$ cat src/chg_consts.vh
`ifndef CHG_CONSTS_VH
`define CHG_CONSTS_VH
`define CHG_SLAVE_ADDR      7'h09
`define CHG_CMD_OPTIONS     8'h12
`define CHG_CMD_CURRENT     8'h14
`define CHG_CMD_VOLTAGE     8'h15
`define CHG_CMD_INPUT       8'h3F
`define CHG_CMD_MAKER       8'hFE
`define CHG_CMD_PART        8'hFF
`define CHG_RST_OPTIONS     16'h7904
`define CHG_RST_CURRENT     16'h0000
`define CHG_RST_VOLTAGE     16'h0000
`define CHG_RST_INPUT       16'h1000
`define CHG_OPT_WMASK       16'hE7B7
`define CHG_CUR_MASK        16'h1FC0
`define CHG_VOLT_MASK       16'h7FF0
`define CHG_IN_MASK         16'h1F80
`define CHG_OPT_DEGLITCH    15
`define CHG_OPT_WDOG_HI     14
`define CHG_OPT_WDOG_LO     13
`define CHG_OPT_FREQ_DIR    10
`define CHG_OPT_FREQ_EN     9
`define CHG_OPT_SHORT_HI    8
`define CHG_OPT_SHORT_LO    7
`define CHG_OPT_MON_SEL     5
`define CHG_OPT_CMP_REF     4
`define CHG_OPT_OC_HI       2
`define CHG_OPT_OC_LO       1
`define CHG_OPT_INHIBIT     0
`define CHG_CLK_HZ          50000000
`define CHG_WDOG_44_S       44
`define CHG_WDOG_88_S       88
`define CHG_WDOG_175_S      175
`endif

$ cat src/chg_smbus_regs.v
`include "chg_consts.vh"
`default_nettype none
module chg_smbus_regs #(
  parameter [15:0] MAKER_CODE = 16'h5A5A, // arbitrary
  parameter [15:0] PART_CODE  = 16'h0101, // arbitrary
  parameter [39:0] LIMIT_44   = `CHG_WDOG_44_S  * 40'd50000000,
  parameter [39:0] LIMIT_88   = `CHG_WDOG_88_S  * 40'd50000000,
  parameter [39:0] LIMIT_175  = `CHG_WDOG_175_S * 40'd50000000
) (
  input  wire       core_clk_i,
  input  wire       rst_n_i,
  input  wire       supply_ok_i,
  input  wire       adapter_detect_input_i,
  input  wire       scl_i,
  input  wire       sda_i,
  output reg        sda_o,
  output reg        sda_oe_o,
  output reg        deglitch_short_o,
  output reg [1:0]  wdog_sel_o,
  output reg        freq_raise_o,
  output reg        freq_adj_en_o,
  output reg [1:0]  highside_short_compare_sel_o,
  output reg        current_monitor_output_sel_o,
  output reg        cmp_ref_high_o,
  output reg [1:0]  input_overcurrent_protect_sel_o,
  output reg        charge_enable_o,
  output reg [15:0] charge_current_o,
  output reg [15:0] charge_voltage_o,
  output reg [15:0] input_current_o
);
  localparam [5:0] ST_IDLE = 6'h01;
  localparam [5:0] ST_ADDR = 6'h02;
  localparam [5:0] ST_CMD  = 6'h04;
  localparam [5:0] ST_WR   = 6'h08;
  localparam [5:0] ST_RD   = 6'h10;
  localparam [5:0] ST_SKIP = 6'h20;

  reg  [15:0] opt_r;
  reg  [15:0] cur_r;
  reg  [15:0] volt_r;
  reg  [15:0] inp_r;
  reg  [5:0]  st_r;
  reg  [7:0]  cmd_r;
  reg  [7:0]  sh_r;
  reg  [3:0]  bit_r;
  reg         byte_r;
  reg  [7:0]  lo_r;
  reg  [15:0] rd_r;
  reg         scl_d_r;
  reg         sda_d_r;
  reg         ack_r;
  reg         kick_r;
  wire        expired;
  wire        bus_en   = supply_ok_i & adapter_detect_input_i;
  wire        scl_rise = scl_i & ~scl_d_r;
  wire        scl_fall = ~scl_i & scl_d_r;
  wire        start    = scl_i & scl_d_r & sda_d_r & ~sda_i;
  wire        stop     = scl_i & scl_d_r & ~sda_d_r & sda_i;
  wire [7:0]  sh_nxt   = {sh_r[6:0], sda_i};
  reg  [15:0] rd_sel;

  always @* begin
    case (cmd_r)
      `CHG_CMD_OPTIONS: rd_sel = opt_r;
      `CHG_CMD_CURRENT: rd_sel = cur_r;
      `CHG_CMD_VOLTAGE: rd_sel = volt_r;
      `CHG_CMD_INPUT:   rd_sel = inp_r;
      `CHG_CMD_MAKER:   rd_sel = MAKER_CODE;
      `CHG_CMD_PART:    rd_sel = PART_CODE;
      default:          rd_sel = 16'hFFFF;
    endcase
  end

  chg_wdog #(
    .LIMIT_44  (LIMIT_44),
    .LIMIT_88  (LIMIT_88),
    .LIMIT_175 (LIMIT_175)
  ) u_wdog (
    .core_clk_i   (core_clk_i),
    .rst_n_i      (rst_n_i),
    .period_sel_i (opt_r[`CHG_OPT_WDOG_HI:`CHG_OPT_WDOG_LO]),
    .kick_i       (kick_r),
    .expired_o    (expired)
  );

  // byte engine: bit_r counts 0..7 data, 8 is the ack slot
  always @(posedge core_clk_i or negedge rst_n_i) begin
    if (!rst_n_i) begin
      st_r    <= ST_IDLE;
      cmd_r   <= 8'h00;
      sh_r    <= 8'h00;
      bit_r   <= 4'h0;
      byte_r  <= 1'b0;
      lo_r    <= 8'h00;
      rd_r    <= 16'h0000;
      scl_d_r <= 1'b1;
      sda_d_r <= 1'b1;
      ack_r   <= 1'b0;
      kick_r  <= 1'b0;
      sda_o   <= 1'b0;
      sda_oe_o <= 1'b0;
      opt_r   <= `CHG_RST_OPTIONS;
      cur_r   <= `CHG_RST_CURRENT;
      volt_r  <= `CHG_RST_VOLTAGE;
      inp_r   <= `CHG_RST_INPUT;
    end else begin
      scl_d_r <= scl_i;
      sda_d_r <= sda_i;
      kick_r  <= 1'b0;
      sda_o   <= 1'b0;
      if (!bus_en || stop) begin
        st_r     <= ST_IDLE;
        sda_oe_o <= 1'b0;
      end else if (start) begin
        st_r     <= ST_ADDR; // repeated start keeps cmd_r
        bit_r    <= 4'h0;
        sda_oe_o <= 1'b0;
      end else if (scl_rise && bit_r < 4'h8) begin
        sh_r  <= sh_nxt;
        bit_r <= bit_r + 4'h1;
        if (bit_r == 4'h7) begin
          ack_r <= 1'b0;
          case (st_r)
            ST_ADDR: begin
              if (sh_nxt[7:1] == `CHG_SLAVE_ADDR) begin
                ack_r  <= 1'b1;
                st_r   <= sh_nxt[0] ? ST_RD : ST_CMD;
                byte_r <= 1'b0;
                rd_r   <= rd_sel;
              end else begin
                st_r <= ST_SKIP;
              end
            end
            ST_CMD: begin
              cmd_r <= sh_nxt;
              ack_r <= 1'b1;
              st_r  <= ST_WR;
            end
            ST_WR: begin
              ack_r  <= 1'b1;
              byte_r <= ~byte_r;
              if (!byte_r) begin
                lo_r <= sh_nxt;
              end else begin
                case (cmd_r)
                  `CHG_CMD_OPTIONS: opt_r <= ({sh_nxt, lo_r} & `CHG_OPT_WMASK) |
                    (`CHG_RST_OPTIONS & ~`CHG_OPT_WMASK);
                  `CHG_CMD_CURRENT: begin
                    cur_r  <= {sh_nxt, lo_r} & `CHG_CUR_MASK;
                    kick_r <= 1'b1;
                  end
                  `CHG_CMD_VOLTAGE: begin
                    volt_r <= {sh_nxt, lo_r} & `CHG_VOLT_MASK;
                    kick_r <= 1'b1;
                  end
                  `CHG_CMD_INPUT:   inp_r <= {sh_nxt, lo_r} & `CHG_IN_MASK;
                  default: ;
                endcase
              end
            end
            default: ;
          endcase
        end
      end else if (scl_rise && bit_r == 4'h8) begin
        bit_r <= 4'h0;
        if (st_r == ST_RD) begin
          ack_r <= 1'b0;
          if (sda_i) begin
            st_r <= ST_SKIP; // master nack ends the read
          end else if (!ack_r) begin
            byte_r <= ~byte_r; // master ack: high byte follows
          end
        end
      end else if (scl_fall) begin
        // drive only while scl low so start/stop are never faked
        if (bit_r == 4'h8) begin
          sda_oe_o <= ack_r; // master-owned ack slots stay released
        end else if (st_r == ST_RD) begin
          sda_oe_o <= ~(byte_r ? rd_r[4'hF - bit_r[2:0]] : rd_r[4'h7 - bit_r[2:0]]);
        end else begin
          sda_oe_o <= 1'b0;
        end
        if (bit_r == 4'h0 && st_r != ST_RD) begin
          ack_r <= 1'b0;
        end
      end
    end
  end

  always @(posedge core_clk_i or negedge rst_n_i) begin
    if (!rst_n_i) begin
      deglitch_short_o                <= 1'b0;
      wdog_sel_o                      <= 2'b11;
      freq_raise_o                    <= 1'b0;
      freq_adj_en_o                   <= 1'b0;
      highside_short_compare_sel_o    <= 2'b10;
      current_monitor_output_sel_o    <= 1'b0;
      cmp_ref_high_o                  <= 1'b0;
      input_overcurrent_protect_sel_o <= 2'b10;
      charge_enable_o                 <= 1'b0;
      charge_current_o                <= 16'h0000;
      charge_voltage_o                <= 16'h0000;
      input_current_o                 <= 16'h0000;
    end else begin
      deglitch_short_o                <= opt_r[`CHG_OPT_DEGLITCH];
      wdog_sel_o                      <= opt_r[`CHG_OPT_WDOG_HI:`CHG_OPT_WDOG_LO];
      freq_raise_o                    <= opt_r[`CHG_OPT_FREQ_DIR];
      freq_adj_en_o                   <= opt_r[`CHG_OPT_FREQ_EN];
      highside_short_compare_sel_o    <= opt_r[`CHG_OPT_SHORT_HI:`CHG_OPT_SHORT_LO];
      current_monitor_output_sel_o    <= opt_r[`CHG_OPT_MON_SEL];
      cmp_ref_high_o                  <= opt_r[`CHG_OPT_CMP_REF];
      input_overcurrent_protect_sel_o <= opt_r[`CHG_OPT_OC_HI:`CHG_OPT_OC_LO];
      charge_enable_o <= ~opt_r[`CHG_OPT_INHIBIT] & ~expired;
      charge_current_o                <= cur_r;
      charge_voltage_o                <= volt_r;
      input_current_o                 <= inp_r;
    end
  end
endmodule
`default_nettype wire

$ cat src/chg_wdog.v
`default_nettype none
module chg_wdog #(
  parameter [39:0] LIMIT_44  = 40'd2200000000,
  parameter [39:0] LIMIT_88  = 40'd4400000000,
  parameter [39:0] LIMIT_175 = 40'd8750000000
) (
  input  wire       core_clk_i,
  input  wire       rst_n_i,
  input  wire [1:0] period_sel_i,
  input  wire       kick_i,
  output reg        expired_o
);
  reg  [39:0] cnt_r;
  reg  [39:0] limit;
  always @* begin
    case (period_sel_i)
      2'b01:   limit = LIMIT_44;
      2'b10:   limit = LIMIT_88;
      default: limit = LIMIT_175;
    endcase
  end
  // expiry holds until the next kick; disabling also releases it
  always @(posedge core_clk_i or negedge rst_n_i) begin
    if (!rst_n_i) begin
      cnt_r     <= 40'h0;
      expired_o <= 1'b0;
    end else if (kick_i || period_sel_i == 2'b00) begin
      cnt_r     <= 40'h0;
      expired_o <= 1'b0;
    end else if (cnt_r >= limit - 40'h1) begin
      expired_o <= 1'b1;
    end else begin
      cnt_r <= cnt_r + 40'h1;
    end
  end
endmodule
`default_nettype wire

$ cat config.mk
export PLATFORM = sky130hd
export DESIGN_NAME = chg_smbus_regs
export DESIGN_NICKNAME = d
export VERILOG_FILES = /design/src/chg_smbus_regs.v /design/src/chg_wdog.v
export VERILOG_INCLUDE_DIRS = /design/src
export SDC_FILE = /design/constraint.sdc
export NUM_CORES = 1
export LEC_CHECK = 0
export ABC_AREA = 1
export BUFFER_PORTS_ARGS = -buffer_cell sky130_fd_sc_hd__buf_2
export CAP_MARGIN = 25
export CORE_MARGIN = 4
export CORE_UTILIZATION = 30
export DETAILED_ROUTE_END_ITERATION = 16
export SLEW_MARGIN = 25
export SYNTH_ARGS = -nofsm -noshare
export SYNTH_HDL_FRONTEND = slang
export SYNTH_SLANG_ARGS = --single-unit
export TNS_END_PERCENT = 50
$ cat constraint.sdc
create_clock -name core_clk_i -period 3.55 [get_ports core_clk_i]
set_input_delay 0.1775 -clock core_clk_i [delete_from_list [all_inputs] [get_ports core_clk_i]]
set_output_delay 0.1775 -clock core_clk_i [all_outputs]
set_load 0.05 [all_outputs]
# Yosys cells after proc, flatten, opt, wreduce, memory -nomap -nowiden
# Index checks and enable logic that the tools add are counted.
# word_totals
out_inout_bits	62
mem_bits_rw	0
latchBits	0
ff_bits	168
rom_bits	0
input_bits	6
memories	0
# op_classes
n_bitwise	19
n_addsub	5
n_mux	54
n_eq_ne	27
shifts	0
order_cmp	4
n_mul	0
reduce_logical	33
div	0
# ops
operator	count
$pmux 16 s6	1
$mux 40	2
$pmux 34 s2	1
$mux 6	8
$add 40x1->40 const B	1
$ge 40x40->1	1
$sub 34x1->35 const B	1
$mux 1	33
$reduce_and 7->1	4
$eq 8x5->1 const B	3
$reduce_and 6->1	3
$eq 8x8->1 const B	2
$mux 4	3
$pmux 6 s2	1
$reduce_bool 3->1	4
$reduce_bool 4->1	3
$lt 4x5->1 const B	2
$not 1->1	10
$reduce_and 5->1	2
$and 1x1->1	9
$ne 3x3->1 const B	3
$reduce_and 9->1	1
$bmux 1 s4	2
$eq 8x6->1 const B	1
30 further kinds	41

# Depth between registers and ports, before layout
# Gate-level depths: netlist of run 1.
# depth
word_depth	12
ltp_mapped	17

# Modules after synthesis
# Synthesis of run 1 repeated with hierarchy kept, for this count alone.
# hier_totals
hier_cells	1152
hier_area_um2	9138.8
# by_module_without_submodules
module	n_inst	cells_per_inst	area_each_um2	seq_area_each_um2
chg_smbus_regs	1	630	5698.0	3168.0
chg_wdog	1	522	3440.8	1026.0

# Worst setup path after synthesis of run 1
# OpenSTA, ideal clock, no wires.
# synth_path
path_type	flip-flop to flip-flop
start	register opt_r[13]
end	register u_wdog.cnt_r[2]
slack_ns	1.165
setup_ns	0.065
t_arrival_ns	2.320
path_stages_with_launch	15
synth_period_minus_slack_ns	2.385
path_cell_list	dfstp_2 -> inv_1 -> ha_1 -> ha_1 -> nand2_1 -> inv_1 -> nand2_1 -> nor2_1 -> nand4_1 -> nor3_2 -> nand2_4 -> nand2_8 -> buf_12 -> nand3_1 -> nand2_1
# synth_via
elab_chain_len	5
# synth_rtl
element	line_no	rtl
start, declared	chg_smbus_regs.v:38	reg [15:0] opt_r;
start signal, assigned	chg_smbus_regs.v:102	opt_r <= `CHG_RST_OPTIONS;
start signal, assigned	chg_smbus_regs.v:146	`CHG_CMD_OPTIONS: opt_r <= ({sh_nxt, lo_r} & `CHG_OPT_WMASK) |
$eq 2x2->1 / $eq 2x1->1 (equally long branches)	chg_wdog.v:16	case (period_sel_i)
$pmux 34 s2	chg_wdog.v:16	
$sub 34x1->35	chg_wdog.v:30	end else if (cnt_r >= limit - 40'h1) begin
$ge 40x40->1	chg_wdog.v:30	
$ne 2x1->1 (no source line)	--	
end signal, assigned	chg_wdog.v:33	cnt_r <= cnt_r + 40'h1;
end, declared	chg_wdog.v:13	reg [39:0] cnt_r;
# Several ways; a longest one is shown, not always the timed one.
# A chain may end at the register's enable or synchronous reset.

# Worst setup path after layout of run 1
# Same ends and word-level chain as after synthesis.

==> results of run 1 <==
-- placed cells by master, fill, tap and decap left out, types with 4 or more instances in the layout --
cell type | netlist | final
o21ai_0 | 61 | 61
ha_1 | 23 | 23
nand3_2 | 29 | 29
o211ai_1 | 4 | 4
clkbuf_16 | 0 | 17
xnor2_1 | 5 | 5
conb_1 | 1 | 25
nor3_1 | 10 | 10
nand2_1 | 289 | 289
a21oi_1 | 23 | 23
nand3_1 | 49 | 49
nor3_2 | 6 | 6
o21ai_1 | 22 | 22
nor2_2 | 5 | 5
xor2_1 | 20 | 20
buf_4 | 28 | 9
inv_8 | 0 | 4
nand4_1 | 55 | 55
inv_1 | 113 | 113
buf_2 | 21 | 41
dfstp_2 | 12 | 12
dfrtp_1 | 155 | 155
nor2_1 | 137 | 136
inv_2 | 13 | 13
-- cell families after synthesis --
group	Yosys count	synth area share (%)
other cells	1	0.0414
compound gates	119	6.96
xor+xnor	25	2.42
fa+ha+maj	23	3.18
simple gates	596	30.9
flops	167	46.3
buf+inv	186	9.71
mux	3	0.456
-- per-layer routing --
| layer | track usage [%] | wire [µm] | vias to the layer above |
|---|---|---|---|
| met5 | 0 | 0 | - |
| met4 | 4.08 | 362 | 0 |
| met3 | 3.02 | 1080 | 23 |
| met2 | 24.0 | 11400 | 166 |
| met1 | 19.1 | 10300 | 3559 |
| li1 | - | - | 3648 |
-- registers in the layout, indices dropped and copies added, names as in the netlist, 2 cells and up --
name	count
u_wdog.cnt_r	40
inp_r	6
rd_r	16
volt_r	11
input_current_o	6
sh_r	7
input_overcurrent_protect_sel_o	2
st_r	6
charge_current_o	7
wdog_sel_o	2
cur_r	7
opt_r	12
charge_voltage_o	11
lo_r	7
bit_r	4
highside_short_compare_sel_o	2
cmd_r	8
-- report_power, final --
| part | switching (µW) | total [µW] | internal (µW) | leakage [µW] |
|---|---|---|---|---|
| Sequential | 60.0 | 2020 | 1960 | 0.00226 |
| Combinational | 333 | 434 | 101 | 0.00236 |
| Clock | 875 | 1810 | 932 | 0.000271 |
| Total | 1270 | 4260 | 2990 | 0.00489 |
-- synthesized netlist by cell type, types with 2 or more instances --
master     instances  area (µm²)
dfrtp_1          155        3880
o211ai_1           4        30.0
nand4_1           55         344
nand3_1           49         245
xor2_1            20         175
mux2_4             2        30.0
nand3_2           29         290
inv_2             13        48.8
nand3b_1           2        15.0
ha_1              23         288
clkbuf_1           7        26.3
nand4_2            2        25.0
nor2_4             2        22.5
buf_12             3        60.1
nand2_1          289        1080
nor3_2             6        60.1
o21ai_1           22         110
buf_2             21         105
nor3_1            10        50.1
dfstp_2           12         315
buf_4             28         210
nor2_2             5        31.3
inv_1            113         424
nand2_4            3        33.8
nor2_1           137         514
a21oi_1           23         115
nand2_2            2        12.5
o2111ai_1          2        17.5
xnor2_1            5        43.8
o21ai_0           61         305
a31oi_1            3        18.8
-- how the worst max path moves through the flow --
stage	start	end	slack (ps)	cells after the start
final	opt_r[13]	u_wdog.cnt_r[2]	730	13
after global routing	opt_r[13]	u_wdog.cnt_r[2]	400	13
after detailed placement	opt_r[13]	u_wdog.cnt_r[2]	750	13
after CTS	opt_r[13]	u_wdog.cnt_r[2]	720	13
after global placement	opt_r[13]	u_wdog.expired_o	800	16
after floorplan	opt_r[13]	u_wdog.cnt_r[2]	1160	14
-- worst reg2reg max path: stages (launching register included) --
cell and delay (ps):
dfstp_2 580, inv_1 100, ha_1 410, ha_1 330
nand2_1 50, inv_1 50, nand2_1 50, nor2_1 170
nand4_1 120, nor3_2 200, nand2_4 170, nand2_8 300
nand3_1 130, nand2_1 100
-- timing repair --
action                     4_1_cts  5_1_grt
setup endpoints to repair        0        0
hold endpoints to repair        83        0
gates resized for setup          0        0
hold buffers                     3        0
-- through the flow --
step	total power, µW	util, %
after floorplan	2350	-
after global placement	2480	32.1
after detailed placement	2490	32.1
after CTS	4310	34.1
after global routing	4450	34.1
final	4260	34.1
-- area by class of cell --
type,count,area (µm²)
clock inverter,14,140
sequential,167,4190
multi-input combinational,791,4080
tap,390,488
clock buffer,18,429
timing repair buffer,55,334
inverter,127,478
fill,3084,19600
==> metrics.md, run 1 <==
| Metric | Value |
|---|---|
| Unique masters post-synth | 43 |
| #FFs+latches synth | roughly 170 |
| R2R depth | 13 |
| Cell Pwr Density | 420 mW/mm² |
| Die Width | 182 µm |
| Drc violations | 0 |
| Worst hold start | adapter_detect_input_i |
| R2R Setup Slk | 730 ps |
| Cell count after synthesis | 1,120 |
| Die Ht | 182 µm |
| Number of global-route vias before repair | around 7,300 |
| Relative slew margins | 45.9% |
| Finish-stage setup viols | 0 |
| Die area | 0.0330 mm² |
| Drt initial violations | 491 |
| Clk Tree Root Cell | clkbuf_16 |
| Place WS | 749 ps |
| Post-CTS Setup Bufs | 0 |
| Routed via count | 7,396 |
| Core box area | about 0.03 mm² |
| Hold Path End | st_r[1] |
| Hold slack | 114 ps |
| Worst Skew | 9.14 ps |
| Inst Count DP | 1,527 |
| Crit path cell chain | inv_1 -> ha_1 -> ha_1 -> nand2_1 -> inv_1 -> nand2_1 -> nor2_1 -> nand4_1 -> nor3_2 -> nand2_4 -> nand2_8 -> nand3_1 -> nand2_1 |
| Largest net degree at the start of global routing | between 80 and 90 |
| Worst R2R End | u_wdog.cnt_r[2] |
| Fin nets | 1,188 |
| Synth async-reset ratio | 100% |
| H-tree level count | 4 |
| CP peak stage delay | 580 ps |
| Detailed Route WL | 23,200 µm |
| Max-capacitance violation count | 0 |
| Clock sink count | around 170 |
| Synth warnings | 0 |
| DRT Pass-1 Iters | 5 |
| RR Startpoint | opt_r[13] |
| Synthesized area | roughly 0.009 mm² |
| Worst-path clk slew | 70 ps |
| Via-to-Cell Ratio | ~4.7 |
| Fin crit share | 79.5% |
| Fmax | 0.354 GHz |
| Design area | 0.0101 mm² |
| Status | finished clean |
| Leakage | roughly 0.005 µW |
| Seq/Total Area, Yosys | 46.3% |
| First-pass GRT wire length | 38,600 µm |
| Max Root-Sink Buffers | 2 |
| Crit Path Category | flop to flop |
| Avg WL per Cell | roughly 15 µm |
| WP buf/inv | 2 |
| Slew Viols, Final | 0 |
| CTS buffer count | 17 |
| Initial antenna violation count | 0 |
| Worst min-delay path class | input pin to flop |
| Non-filler cells, final | 1,562 |
| Fin. Hold Viols | 0 |
| Critical Path End Type | flop |
| Worst skew pair latency | around 430 ps |
| Share of cells above drive strength 1 | between 10% and 20% |
| CTS tree | built |
| Final GP Congestion | 0.901 |
| EDFF count, synth | 0 |
| Maximum vdd drop | 0.322 mV |
| Worst endpoint data arrival time | 3190 ps |
| Largest delay share family, worst path | simple AND/OR/NAND/NOR gates |
| Main flop type after synthesis | dfrtp_1 |
| Hpwl dp | around 17,000 µm |
| Area Overhead vs Synth | 12.0% |
| GRT Util Overall | between 10 and 15% |
| Critical Path Most Common Cell | nand2_1 |
| Crit path time final | around 2800 ps |
| Placed inst area | between 0.009 and 0.01 mm² |
| Unrepaired setup endpoints after global routing | false |
| Worst setup SP type | flop |
| Max stage delay cell, worst path | dfstp_2 |
| Setup TNS | 0 ps |
| Starting Density | 30.5% |
| IO Pins | 68 |
| Post-route ant nets | 0 |
| Hold path depth | 5 |
| N_diodes | 0 |
| Least-Margin Pin Slew | 812 ps |
| GR Overflow Total | 0 |
| WP data required | ~3900 ps |
| Max Fanout on Critical Path | 35 |
| Worst setup margin | 729 ps |
| Port bufs | 42 |
| Mean post-synth cell area | 8.09 µm² |
| # rows | 63 |
No activity file was read; power rests on OpenSTA's default activity.
==> run 2: changes to the inputs <==
--- a/config.mk
+++ b/config.mk
@@ -6,7 +6,7 @@
 export SDC_FILE = /design/constraint.sdc
 export NUM_CORES = 1
 export LEC_CHECK = 0
-export ABC_AREA = 1
+export ABC_AREA = 0
 export BUFFER_PORTS_ARGS = -buffer_cell sky130_fd_sc_hd__buf_2
 export CAP_MARGIN = 25
 export CORE_MARGIN = 4
==> constraint.sdc (replaced) <==
create_clock -name core_clk_i -period 2.6 [get_ports core_clk_i]
set_input_delay 0.13 -clock core_clk_i [delete_from_list [all_inputs] [get_ports core_clk_i]]
set_output_delay 0.13 -clock core_clk_i [all_outputs]
set_load 0.05 [all_outputs]
==> metrics.md, run 2 <==
| Metric | Value |
|---|---|
| Inst Count DP | 1,094 (-28%) |
| Worst-path clk slew | 80 ps (about the same) |
| GR Overflow Total | 0 (unchanged) |
| Worst setup margin | -408 ps (-1140 ps) |
| Crit Path Category | flop to flop |
| Cell Pwr Density | 599 mW/mm² (+43%) |
| Seq/Total Area, Yosys | 54.0% (+7.7 points) |
| Register with the most flip-flops | u_wdog.cnt_r |
| Violated checks | setup timing |
| Number of flip-flops under the largest register name | 40 (unchanged) |
| Max Root-Sink Buffers | 2 (unchanged) |
| Post-route ant nets | 0 (unchanged) |
| Maximum vdd drop | 0.468 mV (+45%) |
| Clock sink count | 167 (unchanged) |
| Drt initial violations | 331 (-33%) |
| Regs by FF count | u_wdog.cnt_r (40), rd_r (16), opt_r (12) |
| Die area | 0.0285 mm² (-14%) |
| Max-capacitance violation count | 0 (unchanged) |
| R2R depth | 11 (-2) |
| DRT Pass-1 Iters | 5 (unchanged) |
| Largest net degree at the start of global routing | 62 (-30%) |
| Drc violations | 0 (unchanged) |
| Via-to-Cell Ratio | 4.99 (+5.4%) |
| N_diodes | 0 (unchanged) |
| RR Startpoint | opt_r[14] |
| Relative slew margins | 46.5% (+0.68 points) |
| Worst R2R End | u_wdog.cnt_r[28] |
| CP peak stage delay | 570 ps (about the same) |
| IO Pins | 68 (unchanged) |
| CTS tree | built |
| Initial antenna violation count | 0 (unchanged) |
| Worst skew pair latency | 430 ps (about the same) |
| Worst min-delay path class | input pin to flop |
| Unique masters post-synth | 68 (+58%) |
| Slew Viols, Final | 0 (unchanged) |
| Status | finished, violations left |
| Area Overhead vs Synth | 23.8% |
| H-tree level count | 4 (unchanged) |
| Cell with the most instances after synthesis | dfrtp_1 |
| Starting Density | 30.6% (+0.16 points) |
| Crit path to | u_wdog.cnt_r[28] |
| Finish-stage setup viols | 36 (+36) |
| Die Ht | 169 µm (-7.1%) |
| CTS buffer count | 17 (unchanged) |
| Top cells by area, synth | dfrtp_1 (50%), mux2_2 (7.7%), dfstp_2 (4.1%) |
| Fin crit share | 116% (+36 points) |
| Port bufs | 42 (unchanged) |
| Core box area | 0.0253 mm² (-15%) |
| Most frequent cells after synthesis | dfrtp_1 (155), nand2_1 (67), mux2_2 (53) |
| Detailed Route WL | 18,300 µm (-21%) |
| Avg WL per Cell | 16.0 µm (+8.2%) |
| Final GP Congestion | 0.807 (-10%) |
| Synth top area share | 50.0% (+7.2 points) |
| Cell count after synthesis | 695 (-38%) |
| Crit path time final | 3010 ps (+186 ps) |
| Routed via count | 5,686 (-23%) |
| Crit path cell chain | inv_2 -> ha_4 -> ha_4 -> a2111oi_4 -> o21ai_2 -> a221oi_2 -> buf_4 -> o21ai_4 -> buf_6 -> or4_4 -> a21oi_2 |
| Synth warnings | 0 (unchanged) |
| Worst Skew | 18.1 ps (+8.97 ps) |
| Most frequent cells in the layout | dfrtp_1 (155), nand2_1 (67), mux2_2 (53), buf_4 (53) |
| Mean post-synth cell area | 11.2 µm² (+38%) |
| Most common cell after layout, fill and taps aside | dfrtp_1 |
| Leakage | 0.00446 µW (-8.8%) |
| R2R Setup Slk | -410 ps (-1140 ps) |
| Die Width | 169 µm (-7.1%) |
| Least-Margin Pin Slew | 802 ps (-10.1 ps) |
| Critical Path Most Common Cell | ha_4 |
| Crit path launch | opt_r[14] |
| Util after Layout | 37.9% (+3.8 points) |
| EDFF count, synth | 0 (unchanged) |
| First-pass GRT wire length | 30,000 µm (-22%) |
| Clk Tree Root Cell | clkbuf_16 |
| Fmax | 0.332 GHz (-6.2%) |
| Number of global-route vias before repair | 5,612 (-23%) |
| Max stage delay cell, worst path | dfstp_2 |
| Fin nets | 825 (-31%) |
| Synthesized area | 0.00776 mm² (-14%) |
| Non-filler cells, final | 1,139 (-27%) |
| # rows | 58 (-7.9%) |
| GRT Util Overall | 13.1% (-1.3 points) |
| Worst endpoint data arrival time | 3350 ps (+160 ps) |
| Unrepaired setup endpoints after global routing | true |
| Synth async-reset ratio | 100% (unchanged) |
| Share of cells above drive strength 1 | 30.8% (+17 points) |
| Main flop type after synthesis | dfrtp_1 |
| Critical Path End Type | flop |
| Largest area contributor in the synthesized netlist | dfrtp_1 |
| Max Fanout on Critical Path | 4 (-89%) |
| Fin. Hold Viols | 0 (unchanged) |
| WP data required | 2940 ps (-980 ps) |
| Hpwl dp | 12,300 µm (-27%) |
| #FFs+latches synth | 167 (unchanged) |
| Worst setup SP type | flop |
run 2: cell count changes after synthesis, moves of 23 or more:
| cell | previous run | this run |
|---|---|---|
| mux2_2 | 1 | 53 |
| nand4_1 | 55 | 13 |
| nand3_2 | 29 | 0 |
| nor2_1 | 137 | 28 |
| inv_1 | 113 | 11 |
| nand2_1 | 289 | 67 |
| nand3_1 | 49 | 17 |
| or3_1 | 0 | 28 |
| a21oi_1 | 23 | 46 |
run 2: through the flow:
step	hold WS, ps	setup TNS (ps)	setup WS [ps]	cell area [µm²]	power [µW]
after CTS	187	-10690	-372	9510	5830
final	184	-11080	-408	9610	5760
after global routing	226	-16020	-516	9610	5990
after global placement	131	-9690	-342	8710	3120
after detailed placement	132	-11260	-403	8710	3120
after floorplan	-166	-2790	-167	7930	2970
run 2: where the power goes:
group / internal, µW / switching [µW]
Clock: 1420 / 1270
Sequential: 2640 / 47.3
Combinational: 113 / 265
Total: 4170 / 1580
run 2: cell families (layout without fill, tap and decap cells):
| logic type | Yosys count | count (layout) | synth area share (%) |
|---|---|---|---|
| buf+inv | 64 | 153 | 4.53 |
| flops | 167 | 167 | 54.0 |
| compound gates | 152 | 153 | 12.3 |
| xor+xnor | 8 | 8 | 0.903 |
| fa+ha+maj | 23 | 23 | 3.71 |
| other cells | 1 | 25 | 0.0483 |
| simple gates | 218 | 218 | 14.8 |
| mux | 62 | 62 | 9.66 |
run 2: worst min-delay path by stage:
stage | start | end | slack [ps] | depth (start not counted)
floorplan | rst_n_i | ack_r | -170 | 0
global placement | rst_n_i | charge_voltage_o[5] | 130 | 1
detailed placement | rst_n_i | charge_voltage_o[5] | 130 | 1
CTS | adapter_detect_input_i | sda_oe_o | 190 | 4
global route | adapter_detect_input_i | st_r[1] | 230 | 4
finish | adapter_detect_input_i | sda_oe_o | 180 | 4
run 2: routing by layer:
| metal | vias up | routed length, µm | track usage, % |
|---|---|---|---|
| met5 | - | 0 | 0 |
| met4 | 0 | 301 | 3.60 |
| met3 | 21 | 736 | 3.15 |
| met2 | 122 | 8850 | 21.2 |
| met1 | 2851 | 8390 | 17.7 |
| li1 | 2692 | - | - |
run 2: worst max-delay path, delay by kind of cell (launching register included):
kind	cells	cell delay, ps
compound gates	5	980
simple gates	1	470
flops	1	570
buf+inv	3	370
fa+ha+maj	2	530
run 2: what timing repair did:
item	in CTS	in global routing
gates resized for setup	8	26
setup buffers	7	2
hold buffers	3	0
pin swaps	13	17
gates cloned	2	0
hold endpoints to repair	47	0
endpoints found under the setup margin	35	37
run 2: cell type report:
class                   instances  area (µm²)
repair buffers                110         827
well taps                     330         413
multi-input cells             489        3490
flip-flops and latches        167        4190
inverters                      11        41.3
clock buffers                  17         425
clock inverters                15         220
fillers                      2446       15700
